--- src/include/rapm_pkg.sv ---
/*
 Constants, register map and field layouts of the access opportunity mapper.
 Assumes a 125 MHz system clock; durations are kept in units of 1/960 ms.
*/
package rapm_pkg;
	// ------------------------------------------------------------
	// Register map
	// ------------------------------------------------------------
	localparam logic [7:0] A_CFG      = 8'h00;
	localparam logic [7:0] A_TBL_ADDR = 8'h04;
	localparam logic [7:0] A_TBL_DATA = 8'h08;
	localparam logic [7:0] A_SLOTS    = 8'h0C;
	localparam logic [7:0] A_FREQ     = 8'h10;
	localparam logic [7:0] A_CMD      = 8'h14;
	localparam logic [7:0] A_STAT     = 8'h18;
	localparam logic [7:0] A_RES_T    = 8'h1C;
	localparam logic [7:0] A_RES_K    = 8'h20;
	localparam logic [7:0] A_SEQ      = 8'h24;
	localparam logic [7:0] A_SEQ_RES  = 8'h28;
	localparam logic [7:0] A_SIG      = 8'h2C;
	localparam logic [7:0] A_K0       = 8'h30;
	localparam logic [7:0] A_BURST    = 8'h34;
	localparam logic [7:0] A_DUR0     = 8'h40;
	localparam int         NUM_FMT    = 5;
	// ------------------------------------------------------------
	// Field layouts
	// ------------------------------------------------------------
	typedef struct packed {logic [18:0] rsv; logic [3:0] ver; logic [5:0] dens2; logic [2:0] fmt;} rapm_tbl_t;
	typedef struct packed {logic [15:0] rsv; logic [7:0] n_hf1; logic [7:0] n_hf0;} rapm_slots_t;
	typedef struct packed {logic [9:0] rsv; logic [7:0] n_pru; logic [6:0] nru; logic [6:0] kbase;} rapm_freq_t;
	typedef struct packed {logic [23:0] rsv; logic [2:0] f; logic [4:0] d;} rapm_cmd_t;
	typedef struct packed {logic [5:0] rsv; logic [9:0] per_root; logic [9:0] u0; logic [5:0] p;} rapm_seq_t;
	typedef struct packed {logic [4:0] rsv; logic [10:0] seq; logic [4:0] rsv2; logic [10:0] guard;} rapm_dur_t;
	// ------------------------------------------------------------
	// Timing, in 1/960 ms; the lead in ns and clock cycles
	// ------------------------------------------------------------
	localparam logic [15:0] UNITS_PER_MS = 16'h03C0;
	localparam logic [10:0] GUARD_F0 = 11'h063;
	localparam logic [10:0] GUARD_F1 = 11'h291;
	localparam logic [10:0] GUARD_F3 = 11'h249;
	localparam logic [10:0] GUARD_F4 = 11'h00E;
	localparam logic [10:0] SEQ_F01  = 11'h300;
	localparam logic [10:0] SEQ_F23  = 11'h600;
	localparam logic [10:0] SEQ_F4   = 11'h080;
	localparam int LEAD_NS  = 166670;
	localparam int CLK_NS   = 8;
	localparam int LEAD_CYC = LEAD_NS / CLK_NS;
	// ------------------------------------------------------------
	// Sequence and burst constants
	// ------------------------------------------------------------
	localparam logic [2:0]  FMT_SHORT      = 3'h4;
	localparam logic [5:0]  DENS2_LIMIT    = 6'h08;
	localparam logic [15:0] RB_SPAN        = 16'h0006;
	localparam logic [9:0]  NZC_LONG       = 10'h347;
	localparam logic [9:0]  NZC_SHORT      = 10'h08B;
	localparam logic [2:0]  PHI_LONG       = 3'h7;
	localparam logic [2:0]  PHI_SHORT      = 3'h2;
	localparam int          SCS_LONG_HZ    = 1250;
	localparam int          SCS_SHORT_HZ   = 7500;
	localparam logic [6:0]  NUM_PREAMBLES  = 7'h40;
	localparam logic [1:0]  TIMING_BLOCKS  = 2'h3;
	localparam logic [4:0]  TIMING_SYMS    = 5'h10;
	localparam logic [1:0]  CTRL_CRC_UNITS = 2'h1;
	localparam logic [15:0] NULL_SYM       = 16'h0000;
	typedef enum logic [2:0] {
		ST_IDLE = 3'b000,
		ST_DL   = 3'b001,
		ST_DH0  = 3'b010,
		ST_DH1  = 3'b011,
		ST_DM   = 3'b100,
		ST_FIN  = 3'b101,
		ST_DSEQ = 3'b110
	} rapm_state_t;
endpackage

--- src/include/rapm_div_if.sv ---
/*
 Handshake between the mapper and its serial divider.
 Assumes both ends share one clock.
*/
`timescale 1ns/100ps
`default_nettype none
interface rapm_div_if #(parameter int W = 16);
	logic         start;
	logic [W-1:0] num;
	logic [W-1:0] den;
	logic [W-1:0] quot;
	logic [W-1:0] rem;
	logic         done;
	modport master (output start, num, den, input quot, rem, done);
	modport slave  (input start, num, den, output quot, rem, done);
endinterface
`default_nettype wire

--- src/verilog/rapm_div.sv ---
/*
 Serial restoring divider, one quotient bit per clock.
 Assumes start only while idle and a nonzero divisor.
*/
`timescale 1ns/100ps
`default_nettype none
module rapm_div
	import rapm_pkg::*;
#(
	parameter int W = 16
)
(
	input  wire logic  sys_clk_in,
	input  wire logic  rst_in,
	rapm_div_if.slave  dv
);
	logic [W-1:0] q_r;
	logic [W-1:0] r_r;
	logic [W-1:0] d_r;
	logic [W-1:0] n_r;
	logic [5:0]   cnt_r;
	logic         done_r;
	logic [W:0]   tr;

	assign tr      = {r_r, q_r[W-1]};
	assign dv.quot = q_r;
	assign dv.rem  = r_r;
	// A result still in flight from a dropped command must not meet a new start
	assign dv.done = done_r && !dv.start;

	// ------------------------------------------------------------
	// Iteration
	// ------------------------------------------------------------
	always_ff @(posedge sys_clk_in or posedge rst_in)
	begin
		if (rst_in)
		begin
			q_r    <= '0;
			r_r    <= '0;
			d_r    <= '0;
			n_r    <= '0;
			cnt_r  <= '0;
			done_r <= 1'b0;
		end
		else if (dv.start)
		begin
			q_r    <= dv.num;
			n_r    <= dv.num;
			r_r    <= '0;
			d_r    <= dv.den;
			cnt_r  <= 6'(W);
			done_r <= 1'b0;
		end
		else if (cnt_r != '0)
		begin
			if (tr >= {1'b0, d_r})
			begin
				r_r <= W'(tr - {1'b0, d_r});
				q_r <= {q_r[W-2:0], 1'b1};
			end
			else
			begin
				r_r <= tr[W-1:0];
				q_r <= {q_r[W-2:0], 1'b0};
			end
			cnt_r  <= cnt_r - 6'h01;
			done_r <= (cnt_r == 6'h01);
		end
		else
			done_r <= 1'b0;
	end
endmodule
`default_nettype wire

--- src/verilog/rapm_top.sv ---
/*
 Random access opportunity mapper: picks format, time and frequency location
 of each access opportunity and the root and shift of each cell preamble.
 Assumes a register master on the same clock that never issues both strobes.
*/
`timescale 1ns/100ps
`default_nettype none
module rapm_top
	import rapm_pkg::*;
#(
	parameter int LEAD_CYCLES = LEAD_CYC,
	parameter int SUBC_PER_RU = 12,
	parameter int DATA_SCS_HZ = 15000
)
(
	input  wire logic        sys_clk_in,
	input  wire logic        rst_in,
	input  wire logic [7:0]  addr_in,
	input  wire logic [31:0] wdata_in,
	input  wire logic        wr_in,
	input  wire logic        rd_in,
	output var  logic [31:0] rdata_out,
	output var  logic        opp_valid_out,
	output var  logic        opp_err_out,
	output var  logic [1:0]  t0_out,
	output var  logic        t1_out,
	output var  logic [7:0]  t2_out,
	output var  logic [6:0]  k_out,
	output var  logic [15:0] start_lead_out
);
	localparam logic [4:0] K_LONG  = 5'(DATA_SCS_HZ / SCS_LONG_HZ);
	localparam logic [4:0] K_SHORT = 5'(DATA_SCS_HZ / SCS_SHORT_HZ);

	rapm_tbl_t   tbl_mem [64];
	rapm_dur_t   dur_r [NUM_FMT];
	rapm_tbl_t   ent_r;
	rapm_slots_t slots_r;
	rapm_freq_t  freq_r;
	rapm_cmd_t   cmd_r;
	rapm_seq_t   seq_r;
	rapm_state_t st_r;
	logic [5:0]  cfg_idx_r;
	logic [5:0]  tbl_addr_r;
	logic [3:0]  core_seq_r;
	logic [15:0] l_r;
	logic [15:0] tot_r;
	logic [15:0] m_r;
	logic [15:0] mnum;
	logic [15:0] mbase;
	logic [5:0]  ceil_d;
	logic        dstart_r;
	logic        err_r;
	logic [9:0]  root_r;
	logic [9:0]  shift_r;
	logic [15:0] nsel;
	logic [15:0] t2_full;
	logic [15:0] koff;
	logic [15:0] k_full;
	logic        k_bad;
	logic        is_short;
	logic        wr_cmd;
	logic        wr_seq;
	logic [31:0] rdata_nxt;
	logic signed [17:0] k0;

	rapm_div_if #(.W(16)) dv ();

	rapm_div #(.W(16)) u_div (
		.sys_clk_in (sys_clk_in),
		.rst_in     (rst_in),
		.dv         (dv)
	);

	// ------------------------------------------------------------
	// Register writes
	// ------------------------------------------------------------
	assign wr_cmd = wr_in && addr_in == A_CMD && st_r == ST_IDLE;
	assign wr_seq = wr_in && addr_in == A_SEQ && st_r == ST_IDLE;

	always_ff @(posedge sys_clk_in or posedge rst_in)
	begin
		if (rst_in)
		begin
			cfg_idx_r  <= '0;
			tbl_addr_r <= '0;
			slots_r    <= '0;
			freq_r     <= '0;
			cmd_r      <= '0;
			seq_r      <= '0;
			core_seq_r <= '0;
		end
		else if (wr_in)
		begin
			if (addr_in == A_CFG)
				cfg_idx_r <= wdata_in[5:0];
			if (addr_in == A_TBL_ADDR)
				tbl_addr_r <= wdata_in[5:0];
			if (addr_in == A_TBL_DATA)
				tbl_addr_r <= tbl_addr_r + 6'h01;
			if (addr_in == A_SLOTS)
				slots_r <= rapm_slots_t'(wdata_in);
			if (addr_in == A_FREQ)
				freq_r <= rapm_freq_t'(wdata_in);
			if (wr_cmd)
				cmd_r <= rapm_cmd_t'(wdata_in);
			if (wr_seq)
				seq_r <= rapm_seq_t'(wdata_in);
			if (addr_in == A_BURST)
				core_seq_r <= wdata_in[3:0];
		end
	end

	// Table memory has no reset; software loads it before the first command
	always_ff @(posedge sys_clk_in)
	begin
		if (wr_in && addr_in == A_TBL_DATA)
			tbl_mem[tbl_addr_r] <= rapm_tbl_t'(wdata_in);
	end

	// Middle formats carry disputed guard values, so all durations are writable
	always_ff @(posedge sys_clk_in or posedge rst_in)
	begin
		if (rst_in)
		begin
			dur_r[0] <= '{rsv: '0, seq: SEQ_F01, rsv2: '0, guard: GUARD_F0};
			dur_r[1] <= '{rsv: '0, seq: SEQ_F01, rsv2: '0, guard: GUARD_F1};
			dur_r[2] <= '{rsv: '0, seq: SEQ_F23, rsv2: '0, guard: GUARD_F1};
			dur_r[3] <= '{rsv: '0, seq: SEQ_F23, rsv2: '0, guard: GUARD_F3};
			dur_r[4] <= '{rsv: '0, seq: SEQ_F4, rsv2: '0, guard: GUARD_F4};
		end
		else
		begin
			for (int i = 0; i < NUM_FMT; i++)
			begin
				if (wr_in && addr_in == A_DUR0 + 8'(4 * i))
					dur_r[i] <= rapm_dur_t'(wdata_in);
			end
		end
	end

	// ------------------------------------------------------------
	// Arithmetic
	// ------------------------------------------------------------
	assign is_short = ent_r.fmt == FMT_SHORT;
	assign ceil_d   = (ent_r.dens2 + 6'h01) >> 1;
	assign mbase    = 16'(ent_r.ver * ceil_d) + 16'(cmd_r.d);
	assign mnum     = ent_r.dens2[0] ? (mbase >> 1) : mbase;
	assign nsel     = m_r[0] ? 16'(slots_r.n_hf1) : 16'(slots_r.n_hf0);
	assign t2_full  = 16'(((m_r >> 1) + 16'h0001) * l_r);
	assign koff     = is_short ? 16'(RB_SPAN * 16'(cmd_r.f)) : 16'(RB_SPAN * 16'(cmd_r.f >> 1));
	assign k0       = 18'(SUBC_PER_RU * int'(freq_r.n_pru)) - 18'((SUBC_PER_RU * int'(freq_r.nru)) / 2);

	always_comb
	begin
		if (is_short ? !m_r[0] : !cmd_r.f[0])
			k_full = 16'(freq_r.kbase) + koff;
		else
			k_full = 16'(freq_r.nru) - RB_SPAN - 16'(freq_r.kbase) - koff;
		k_bad = (16'(freq_r.kbase) + koff + RB_SPAN) > 16'(freq_r.nru);
	end

	always_comb
	begin
		dv.num = '0;
		dv.den = '0;
		unique case (st_r)
			ST_DL:
			begin
				// A format with no duration entry divides zero, keeping the divider defined
				if (ent_r.fmt <= FMT_SHORT)
					dv.num = 16'(dur_r[ent_r.fmt].guard) + 16'(dur_r[ent_r.fmt].seq);
				dv.den = UNITS_PER_MS;
			end
			ST_DH0:
			begin
				dv.num = 16'(slots_r.n_hf0);
				dv.den = l_r;
			end
			ST_DH1:
			begin
				dv.num = 16'(slots_r.n_hf1);
				dv.den = l_r;
			end
			ST_DM:
			begin
				dv.num = mnum;
				dv.den = tot_r;
			end
			ST_DSEQ:
			begin
				dv.num = 16'(seq_r.p);
				dv.den = 16'(seq_r.per_root);
			end
			ST_IDLE, ST_FIN:
			begin
				dv.num = '0;
				dv.den = '0;
			end
		endcase
	end
	assign dv.start = dstart_r;

	// ------------------------------------------------------------
	// Sequencer
	// ------------------------------------------------------------
	always_ff @(posedge sys_clk_in or posedge rst_in)
	begin
		if (rst_in)
		begin
			st_r     <= ST_IDLE;
			dstart_r <= 1'b0;
			ent_r    <= '0;
			l_r      <= '0;
			tot_r    <= '0;
			m_r      <= '0;
			err_r    <= 1'b0;
			root_r   <= '0;
			shift_r  <= '0;
		end
		else
		begin
			dstart_r <= 1'b0;
			unique case (st_r)
				ST_IDLE:
				begin
					if (wr_cmd)
					begin
						ent_r    <= tbl_mem[cfg_idx_r];
						st_r     <= ST_DL;
						dstart_r <= 1'b1;
						err_r    <= 1'b0;
					end
					else if (wr_seq)
					begin
						if (wdata_in[25:16] == '0)
							err_r <= 1'b1;
						else
						begin
							st_r     <= ST_DSEQ;
							dstart_r <= 1'b1;
							err_r    <= 1'b0;
						end
					end
				end
				ST_DL:
				begin
					if (ent_r.fmt > FMT_SHORT || 6'(cmd_r.d) >= ceil_d)
					begin
						err_r <= 1'b1;
						st_r  <= ST_FIN;
					end
					else if (dv.done)
					begin
						l_r      <= dv.quot + 16'(dv.rem != '0);
						st_r     <= ST_DH0;
						dstart_r <= 1'b1;
					end
				end
				ST_DH0:
				begin
					if (dv.done)
					begin
						tot_r    <= dv.quot;
						st_r     <= ST_DH1;
						dstart_r <= 1'b1;
					end
				end
				ST_DH1:
				begin
					if (dv.done)
					begin
						tot_r <= tot_r + dv.quot;
						if (ent_r.fmt == '0 && ent_r.dens2 < DENS2_LIMIT)
						begin
							m_r  <= mnum;
							st_r <= ST_FIN;
						end
						else if (tot_r + dv.quot == '0)
						begin
							err_r <= 1'b1;
							st_r  <= ST_FIN;
						end
						else
						begin
							tot_r    <= tot_r + dv.quot;
							st_r     <= ST_DM;
							dstart_r <= 1'b1;
						end
					end
				end
				ST_DM:
				begin
					if (dv.done)
					begin
						m_r  <= dv.rem;
						st_r <= ST_FIN;
					end
				end
				ST_FIN:
				begin
					if (nsel < t2_full || k_bad)
						err_r <= 1'b1;
					st_r <= ST_IDLE;
				end
				ST_DSEQ:
				begin
					if (dv.done)
					begin
						root_r  <= seq_r.u0 + dv.quot[9:0];
						shift_r <= dv.rem[9:0];
						st_r    <= ST_IDLE;
					end
				end
				default:
					st_r <= ST_IDLE;
			endcase
		end
	end

	// ------------------------------------------------------------
	// Opportunity outputs
	// ------------------------------------------------------------
	always_ff @(posedge sys_clk_in or posedge rst_in)
	begin
		if (rst_in)
		begin
			opp_valid_out  <= 1'b0;
			opp_err_out    <= 1'b0;
			t0_out         <= '0;
			t1_out         <= 1'b0;
			t2_out         <= '0;
			k_out          <= '0;
			start_lead_out <= '0;
		end
		else
		begin
			opp_valid_out <= st_r == ST_FIN && !err_r && nsel >= t2_full && !k_bad;
			opp_err_out   <= st_r == ST_FIN && (err_r || nsel < t2_full || k_bad);
			if (st_r == ST_FIN)
			begin
				t0_out         <= ent_r.dens2[0] ? 2'h1 + 2'(mbase[0]) : 2'h0;
				t1_out         <= m_r[0];
				t2_out         <= 8'(nsel - t2_full);
				k_out          <= 7'(k_full);
				start_lead_out <= is_short ? 16'(LEAD_CYCLES) : 16'h0000;
			end
		end
	end

	// ------------------------------------------------------------
	// Register reads
	// ------------------------------------------------------------
	always_comb
	begin
		rdata_nxt = '0;
		if (rd_in)
		begin
			unique case (addr_in)
				A_CFG:      rdata_nxt = {26'h0, cfg_idx_r};
				A_TBL_ADDR: rdata_nxt = {26'h0, tbl_addr_r};
				A_SLOTS:    rdata_nxt = slots_r;
				A_FREQ:     rdata_nxt = freq_r;
				A_CMD:      rdata_nxt = cmd_r;
				A_STAT:     rdata_nxt = {16'h0, l_r[7:0], 1'b0, st_r, 3'(err_r), st_r != ST_IDLE};
				A_RES_T:    rdata_nxt = {16'h0, t2_out, 5'h0, t1_out, t0_out};
				A_RES_K:    rdata_nxt = {9'h0, start_lead_out, k_out};
				A_SEQ:      rdata_nxt = seq_r;
				A_SEQ_RES:  rdata_nxt = {6'h0, shift_r, 6'h0, root_r};
				A_SIG:      rdata_nxt = is_short ? {12'h0, K_SHORT, PHI_SHORT, 2'h0, NZC_SHORT}
				                                 : {12'h0, K_LONG, PHI_LONG, 2'h0, NZC_LONG};
				A_K0:       rdata_nxt = 32'(k0);
				A_BURST:    rdata_nxt = {NULL_SYM, 1'b0, NUM_PREAMBLES, CTRL_CRC_UNITS, TIMING_BLOCKS, core_seq_r};
				default:
				begin
					for (int i = 0; i < NUM_FMT; i++)
					begin
						if (addr_in == A_DUR0 + 8'(4 * i))
							rdata_nxt = dur_r[i];
					end
				end
			endcase
		end
	end

	always_ff @(posedge sys_clk_in or posedge rst_in)
	begin
		if (rst_in)
			rdata_out <= '0;
		else
			rdata_out <= rdata_nxt;
	end
endmodule
`default_nettype wire
--- config.mk ---
export PLATFORM = sky130hd
export DESIGN_NAME = rapm_top
export DESIGN_NICKNAME = d
export VERILOG_FILES = /design/src/include/rapm_pkg.sv /design/src/include/rapm_div_if.sv /design/src/verilog/rapm_div.sv /design/src/verilog/rapm_top.sv
export SDC_FILE = /design/constraint.sdc
export NUM_CORES = 2
export LEC_CHECK = 0
export ABC_CLOCK_PERIOD_IN_PS = 16600
export BUFFER_PORTS_ARGS = -buffer_cell sky130_fd_sc_hd__buf_2
export CAP_MARGIN = 25
export CORE_UTILIZATION = 35
export CTS_BUF_LIST = sky130_fd_sc_hd__clkbuf_16
export CTS_CLUSTER_DIAMETER = 100
export DETAILED_ROUTE_END_ITERATION = 6
export GPL_TIMING_DRIVEN = 0
export PLACE_DENSITY_LB_ADDON = 0.12
export SLEW_MARGIN = 20
export SYNTH_ARGS = -nofsm -noshare
export SYNTH_HDL_FRONTEND = slang
export SYNTH_SLANG_ARGS = --single-unit
--- constraint.sdc ---
create_clock -name sys_clk_in -period 16.6 [get_ports sys_clk_in]
set_input_delay 0.83 -clock sys_clk_in [delete_from_list [all_inputs] [get_ports sys_clk_in]]
set_output_delay 0.83 -clock sys_clk_in [all_outputs]
set_load 0.02 [all_outputs]
# == Yosys cells after proc, flatten, opt, wreduce, memory -nomap -nowiden ==
# Memories as Yosys holds them, arrays and structs flattened. A register that Yosys moved wholly into a read port is not among the register bits.
# Cells that the tools add are included.
# word_totals
register_bits,500
ramBits,2048
inputBits,44
out_inout_bits,68
n_memories,1
# op_classes
addsub,18
mul,6
n_lt_le_gt_ge,9
eq_ne,38
mux,72
bitwise,2
reduce_logical,54
# mem_list
name,words,width,read_ports,rd_ports_with_merged_regs,wr,line,text
tbl_mem,64,32,1,1,1,rapm_top.sv:34,rapm_tbl_t tbl_mem [64];
# ops
operator,count
32-bit one-hot mux with 13 select lines,1
32-bit two-way mux,6
16-bit two-way mux,10
32-bit binary-select mux with 3-bit select,1
16-bit one-hot mux with 6 select lines,1
16-bit one-hot mux with 5 select lines,1
16-bit one-hot mux with 2 select lines,2
27-bit two-way mux,2
"8-bit by 6-bit == test with 1-bit output, second input constant",6
"8-bit by 7-bit == test with 1-bit output, second input constant",5
"8-bit by 5-bit == test with 1-bit output, second input constant",4
6-bit two-way mux,5
3-bit two-way mux,9
1-bit two-way mux,24
19-bit two-way mux,1
"2-bit inequality test, second input constant",9
3-bit one-hot mux with 6 select lines,1
2-bit AND reduction,9
17-bit by 16-bit >= comparator with 1-bit output,1
"15-bit by 1-bit adder with 16-bit output, second input constant",1
16-bit by 1-bit adder with 16-bit output,1
16-bit adder,1
"8-bit by 4-bit == test with 1-bit output, second input constant",2
8-bit by 16-bit >= comparator with 1-bit output,1
57 further kinds,95

# == Depth between registers and ports, before layout ==
# depth
ltp_word,8
ltp_mapped,28
depth_no_buf,26

# == Cells and area by module ==
# A second synthesis with hierarchy kept.
# hier_totals
hier_cells,4602
area_unflattened_um2,65277.6
# modules_own_cells
mod,instances,cells_per_inst,area_each_um2,seq_area_each_um2
rapm_top,1,4228,61854.3,36104.6
rapm_div,1,374,3423.3,1376.3

# == Worst setup path before layout ==
# OpenSTA, ideal clock, no wires.
# synth_path
kind,flip-flop to flip-flop
start,reg m_r[3]
end,reg err_r
setup_ns,0.127
t_arrival_ns,6.375
required_time_ns,16.473
slack_ns,10.098
stages_incl_launch_ff,26
n_path_buf,2
path_cell_list,dfrtp_1 clkbuf_2 and4_4 nand2_1 xor2_1 nor2_1 fa_1 inv_1 fa_1 fa_1 inv_1 fa_1 fa_1 inv_1 fa_1 inv_1 ha_1 clkbuf_1 a21boi_0 mux2i_1 nor4_1 o311ai_0 nor4_1 nand2_1 o311a_1 a2bb2oi_1
# synth_between
elab_chain_cells,6
# synth_rtl
item,line,text
"start, declared",rapm_top.sv:47,logic [15:0] m_r;
"start signal, assigned",rapm_top.sv:275,m_r <= mnum;
"start signal, assigned",rapm_top.sv:295,m_r <= dv.rem;
15-bit by 1-bit adder with 16-bit output,rapm_top.sv:149,assign t2_full = 16'(((m_r >> 1) + 16'h0001) * l_r);
16-bit by 16-bit multiplier with 16-bit output,rapm_top.sv:149,
8-bit by 16-bit < comparator with 1-bit output,rapm_top.sv:301,if (nsel < t2_full || k_bad)
1-bit logical OR,rapm_top.sv:301,
2-bit inequality test (no line),-,
7-bit AND reduction (no line),-,
"end signal, assigned",rapm_top.sv:249,err_r <= 1'b1;
"end signal, assigned",rapm_top.sv:280,err_r <= 1'b1;
"end signal, assigned",rapm_top.sv:302,err_r <= 1'b1;
"end, declared",rapm_top.sv:52,logic err_r;
# Every way passes these cells.
# A chain may end at the register's enable or synchronous reset.

# == Final worst setup path ==
# layout_path
start,reg ent_r[0] in the netlist's numbering
end,reg err_r
# layout_between
elab_chain_cells,8
# layout_rtl
item,line,text
"start, declared",rapm_top.sv:36,rapm_tbl_t ent_r;
"start signal, assigned",rapm_top.sv:228,ent_r <= tbl_mem[cfg_idx_r];
3-bit == test,rapm_top.sv:144,assign is_short = ent_r.fmt == FMT_SHORT;
6-bit two-way mux,rapm_top.sv:150,assign koff = is_short ? 16'(RB_SPAN * 16'(cmd_r.f)) : 16'(RB_SPAN * 16'(cmd_r.f >> 1));
7-bit by 6-bit adder with 8-bit output,rapm_top.sv:159,k_bad = (16'(freq_r.kbase) + koff + RB_SPAN) > 16'(freq_r.nru);
8-bit by 3-bit adder with 9-bit output,rapm_top.sv:159,
9-bit by 7-bit > comparator with 1-bit output,rapm_top.sv:159,
1-bit logical OR,rapm_top.sv:301,
2-bit inequality test (no line),-,
7-bit AND reduction (no line) *,-,
"end signal, assigned",rapm_top.sv:216,err_r <= 1'b0;
"end signal, assigned",rapm_top.sv:280,
"end signal, assigned",rapm_top.sv:302,
# Every way passes the cells marked *; elsewhere a longest branch is shown, timed or not.

==> metrics.txt <==
outcome complete, but fails checks; failing checks DRC; FP Rows 157; Slowest cell on crit path nor4_1; fin util 40.3%; number of I/O port buffers 89; core footprint 0.183 mm2; Multi-input gate area between 0.02 and 0.03 mm2; Seq cells post-synth 1330; Setup CP Type flip-flop to flip-flop; Hold Violations, Final 0; Worst Hold Class primary input to async pin; final cycle utilization of the critical path between 40 and 50%; Syn Inst Count 4463; die area 0.186 mm2; fraction of registers with async set/reset 37.4%; ys flop type edfxtp_1; Switching Share 30.6%; GRT overflow 0; area grow syn2layout 14.3%; DR iter-0 viols 4106; setup bufs post-CTS 0; Top delay family on crit path simple AND/OR/NAND/NOR gates; peak supply drop 85.6 uV; sw power ~2.7 mW; drt first pass iters 7; commonest non-fill, non-tap cell in the layout edfxtp_1; clock sinks 1330; total CTS buffers 148; worst skew pair latency 790 ps; Clock Skew 35.7 ps; vias in the first global route approximately 40000; WL per Instance between 20 and 30 um; Max Cap Viol 0; top cell type's share of synthesized area 38.7%; worst r2r src ent_r[0]; Routed WL 211 mm; Max Slew Vio Count 0; num ports 112; top cells by area, synth edfxtp_1, dfrtp_1, mux4_2; Syn Area/Cell approximately 14 um2; # hold bufs at CTS 0; all-layer global routing usage a little under a quarter; Seq/Total Area, Yosys 58.1%; Resize count post-CTS 0; Max Freq approximately 130 MHz; first-pass GRT wire length 302 mm; initial antenna violation count 4; CTS tree built; die height between 400 and 500 um; Tmin final around 8000 ps; endpoints failing setup 0; fin nets 5093; Initial Util 35.3%; clock transition at the registers of the reported paths 60 ps; gpl congestion 0.911; cell taking the most area after synthesis edfxtp_1; Fillers 17199; Seq pwr share around 44%; most frequent cells in the layout edfxtp_1, dfrtp_1, mux2_2; DRC 2; cell area after synthesis 0.0646 mm2; htree depth 4; largest net degree at the start of global routing 98; yosys synthesis warning count 0; Root Buffer clkbuf_16; Routed Antenna Nets 0; normalized max-slew margin 23.5%; number of distinct library cells after synthesis 83; Crit path buffers/inverters 5; CP Data Required Time 17250 ps; Via Count 39913; reg2reg setup slack around 8600 ps; crit-path max FO 10; crit path cell chain clkbuf_1, nor2_1, and2_1, clkbuf_1, clkbuf_1, nor2_1, a21oi_1, inv_1, ha_1, inv_1, fa_1, ha_1, or3_1, xor2_1, ha_1, o21a_1, o22ai_1, a31oi_1, nor4_1, o311ai_0, nor4_1, nand2_1, o311a_1, a2bb2oi_1; Pleak roughly 28 nW; actual slew at the worst max-slew pin around 1100 ps; RSZ-0062 raised after global routing no; Reg-to-Reg End err_r; Clock Tree Buf Depth 3; layout cells sized above 1 23.3%; Arrival @ worst endpoint 8620 ps; Crit path largest cell delay ~730 ps; Critical Path Source Type flip-flop; DP HPWL 153 mm; Combinational Power Share about a fifth; DR vias/cell 5.44; Clock power frac 36.7%; crit end category flip-flop; Die X 431 um; R2R depth 24; Setup TNS Final 0 ps; Cell Int Power 6.19 mW; power density over the cells 121 mW/mm2; FF/Latch Area 0.0375 mm2; Post-synth EDFFs 832
area by class of cell:
cell class                 instances  share of cell area, %
timing repair buffer             129                   1.54
multi-input combinational       2604                   34.1
clock buffer                     152                   5.15
sequential                      1330                   50.8
buffer                           259                   1.46
inverter                         279                   1.43
antenna                            2                0.00678
tap                             2464                   4.18
clock inverter                   121                   1.34
metal layers:
| metal | vias up | GRT usage [%] | routed length (um) |
|---|---|---|---|
| met5 | - | 0 | 0 |
| met1 | 21008 | 31.6 | 92900 |
| met4 | 0 | 6.79 | 6390 |
| met2 | 1245 | 36.5 | 100000 |
| li1 | 17385 | - | - |
| met3 | 275 | 3.48 | 11600 |
stage by stage:
stage | total power [mW] | instance area, um2 | hold slack [ps] | setup WS (ps) | instances
6_report | 8.91 | 73800 | 56.2 | 8640 | 7340
5_1_grt | 9.28 | 73800 | 78.5 | 8170 | 7338
4_1_cts | 8.98 | 73800 | 42.5 | 8540 | 7336
3_5_place_dp | 5.70 | 69000 | 493 | 8610 | 7063
3_3_place_gp | 5.69 | 68100 | 486 | -4880 | 7025
2_1_floorplan | 5.05 | 64600 | 450 | 1910 | 4472
registers in the layout, indices dropped and copies added, names as in the netlist, 2 cells and up:
register and count:
tot_r 16, freq_r 32, u_div.cnt_r 6, t2_out 8, cfg_idx_r 6, slots_r 32
l_r 16, u_div.dv.quot 16, dur_r 160, m_r 16, shift_r 10, u_div.d_r 16
ent_r 13, core_seq_r 4, seq_r 32, st_r 3, u_div.dv.rem 16, tbl_addr_r 6
k_out 7, rdata_out 32, root_r 10, t0_out 2, cmd_r 32, tbl_mem 832
kinds of logic after synthesis:
kind of cell,Yosys count,synth area share [%]
XOR/XNOR,151,2.08
other,1,0.00581
buffers and inverters,538,3.28
adder cells (fa/ha/maj),298,7.03
AND/OR/NAND/NOR,800,5.62
flip-flops,1330,58.1
AO/OA/AOI/OAI,664,6.99
multiplexers,681,16.9
power groups by stage:
stage	clock network (mW)	logic, mW	registers [mW]
floorplan	0	1.17	3.88
global placement	0	1.68	4.01
detailed placement	0	1.70	4.00
CTS	3.34	1.71	3.94
global route	3.46	1.87	3.95
finish	3.27	1.70	3.94
how the worst max path moves through the flow:
stage                        start           end  slack, ps  depth (start not counted)
after floorplan             rst_in  cfg_idx_r[0]       1910                          1
after global placement      rst_in    dur_r[157]      -4880                          2
after detailed placement    m_r[2]         err_r       8610                         23
after CTS                   m_r[2]         err_r       8540                         23
after global routing        m_r[2]         err_r       8170                         23
final                     ent_r[0]         err_r       8640                         24
synthesized netlist by cell type (16+ instances only):
| cell type | n |
|---|---|
| a221oi_1 | 54 |
| a21oi_1 | 129 |
| nand2b_1 | 17 |
| a21o_1 | 35 |
| o21bai_1 | 22 |
| ha_1 | 190 |
| dfrtp_1 | 470 |
| fa_1 | 108 |
| o21a_1 | 17 |
| nand4_1 | 16 |
| xor2_1 | 52 |
| nor2b_1 | 26 |
| edfxtp_1 | 832 |
| a22oi_1 | 57 |
| nor2_1 | 236 |
| nand3_1 | 54 |
| inv_1 | 278 |
| nand2_1 | 300 |
| buf_2 | 24 |
| a31oi_1 | 23 |
| o21ai_0 | 161 |
| and2_1 | 50 |
| mux2_2 | 342 |
| nor3_1 | 26 |
| xnor2_1 | 97 |
| clkbuf_1 | 169 |
| a22o_1 | 22 |
| mux4_2 | 295 |
| buf_1 | 49 |
| a222oi_1 | 53 |
| mux2i_1 | 44 |
| and3_1 | 18 |
| dfstp_2 | 28 |
Power figures use the tool's default switching activity.
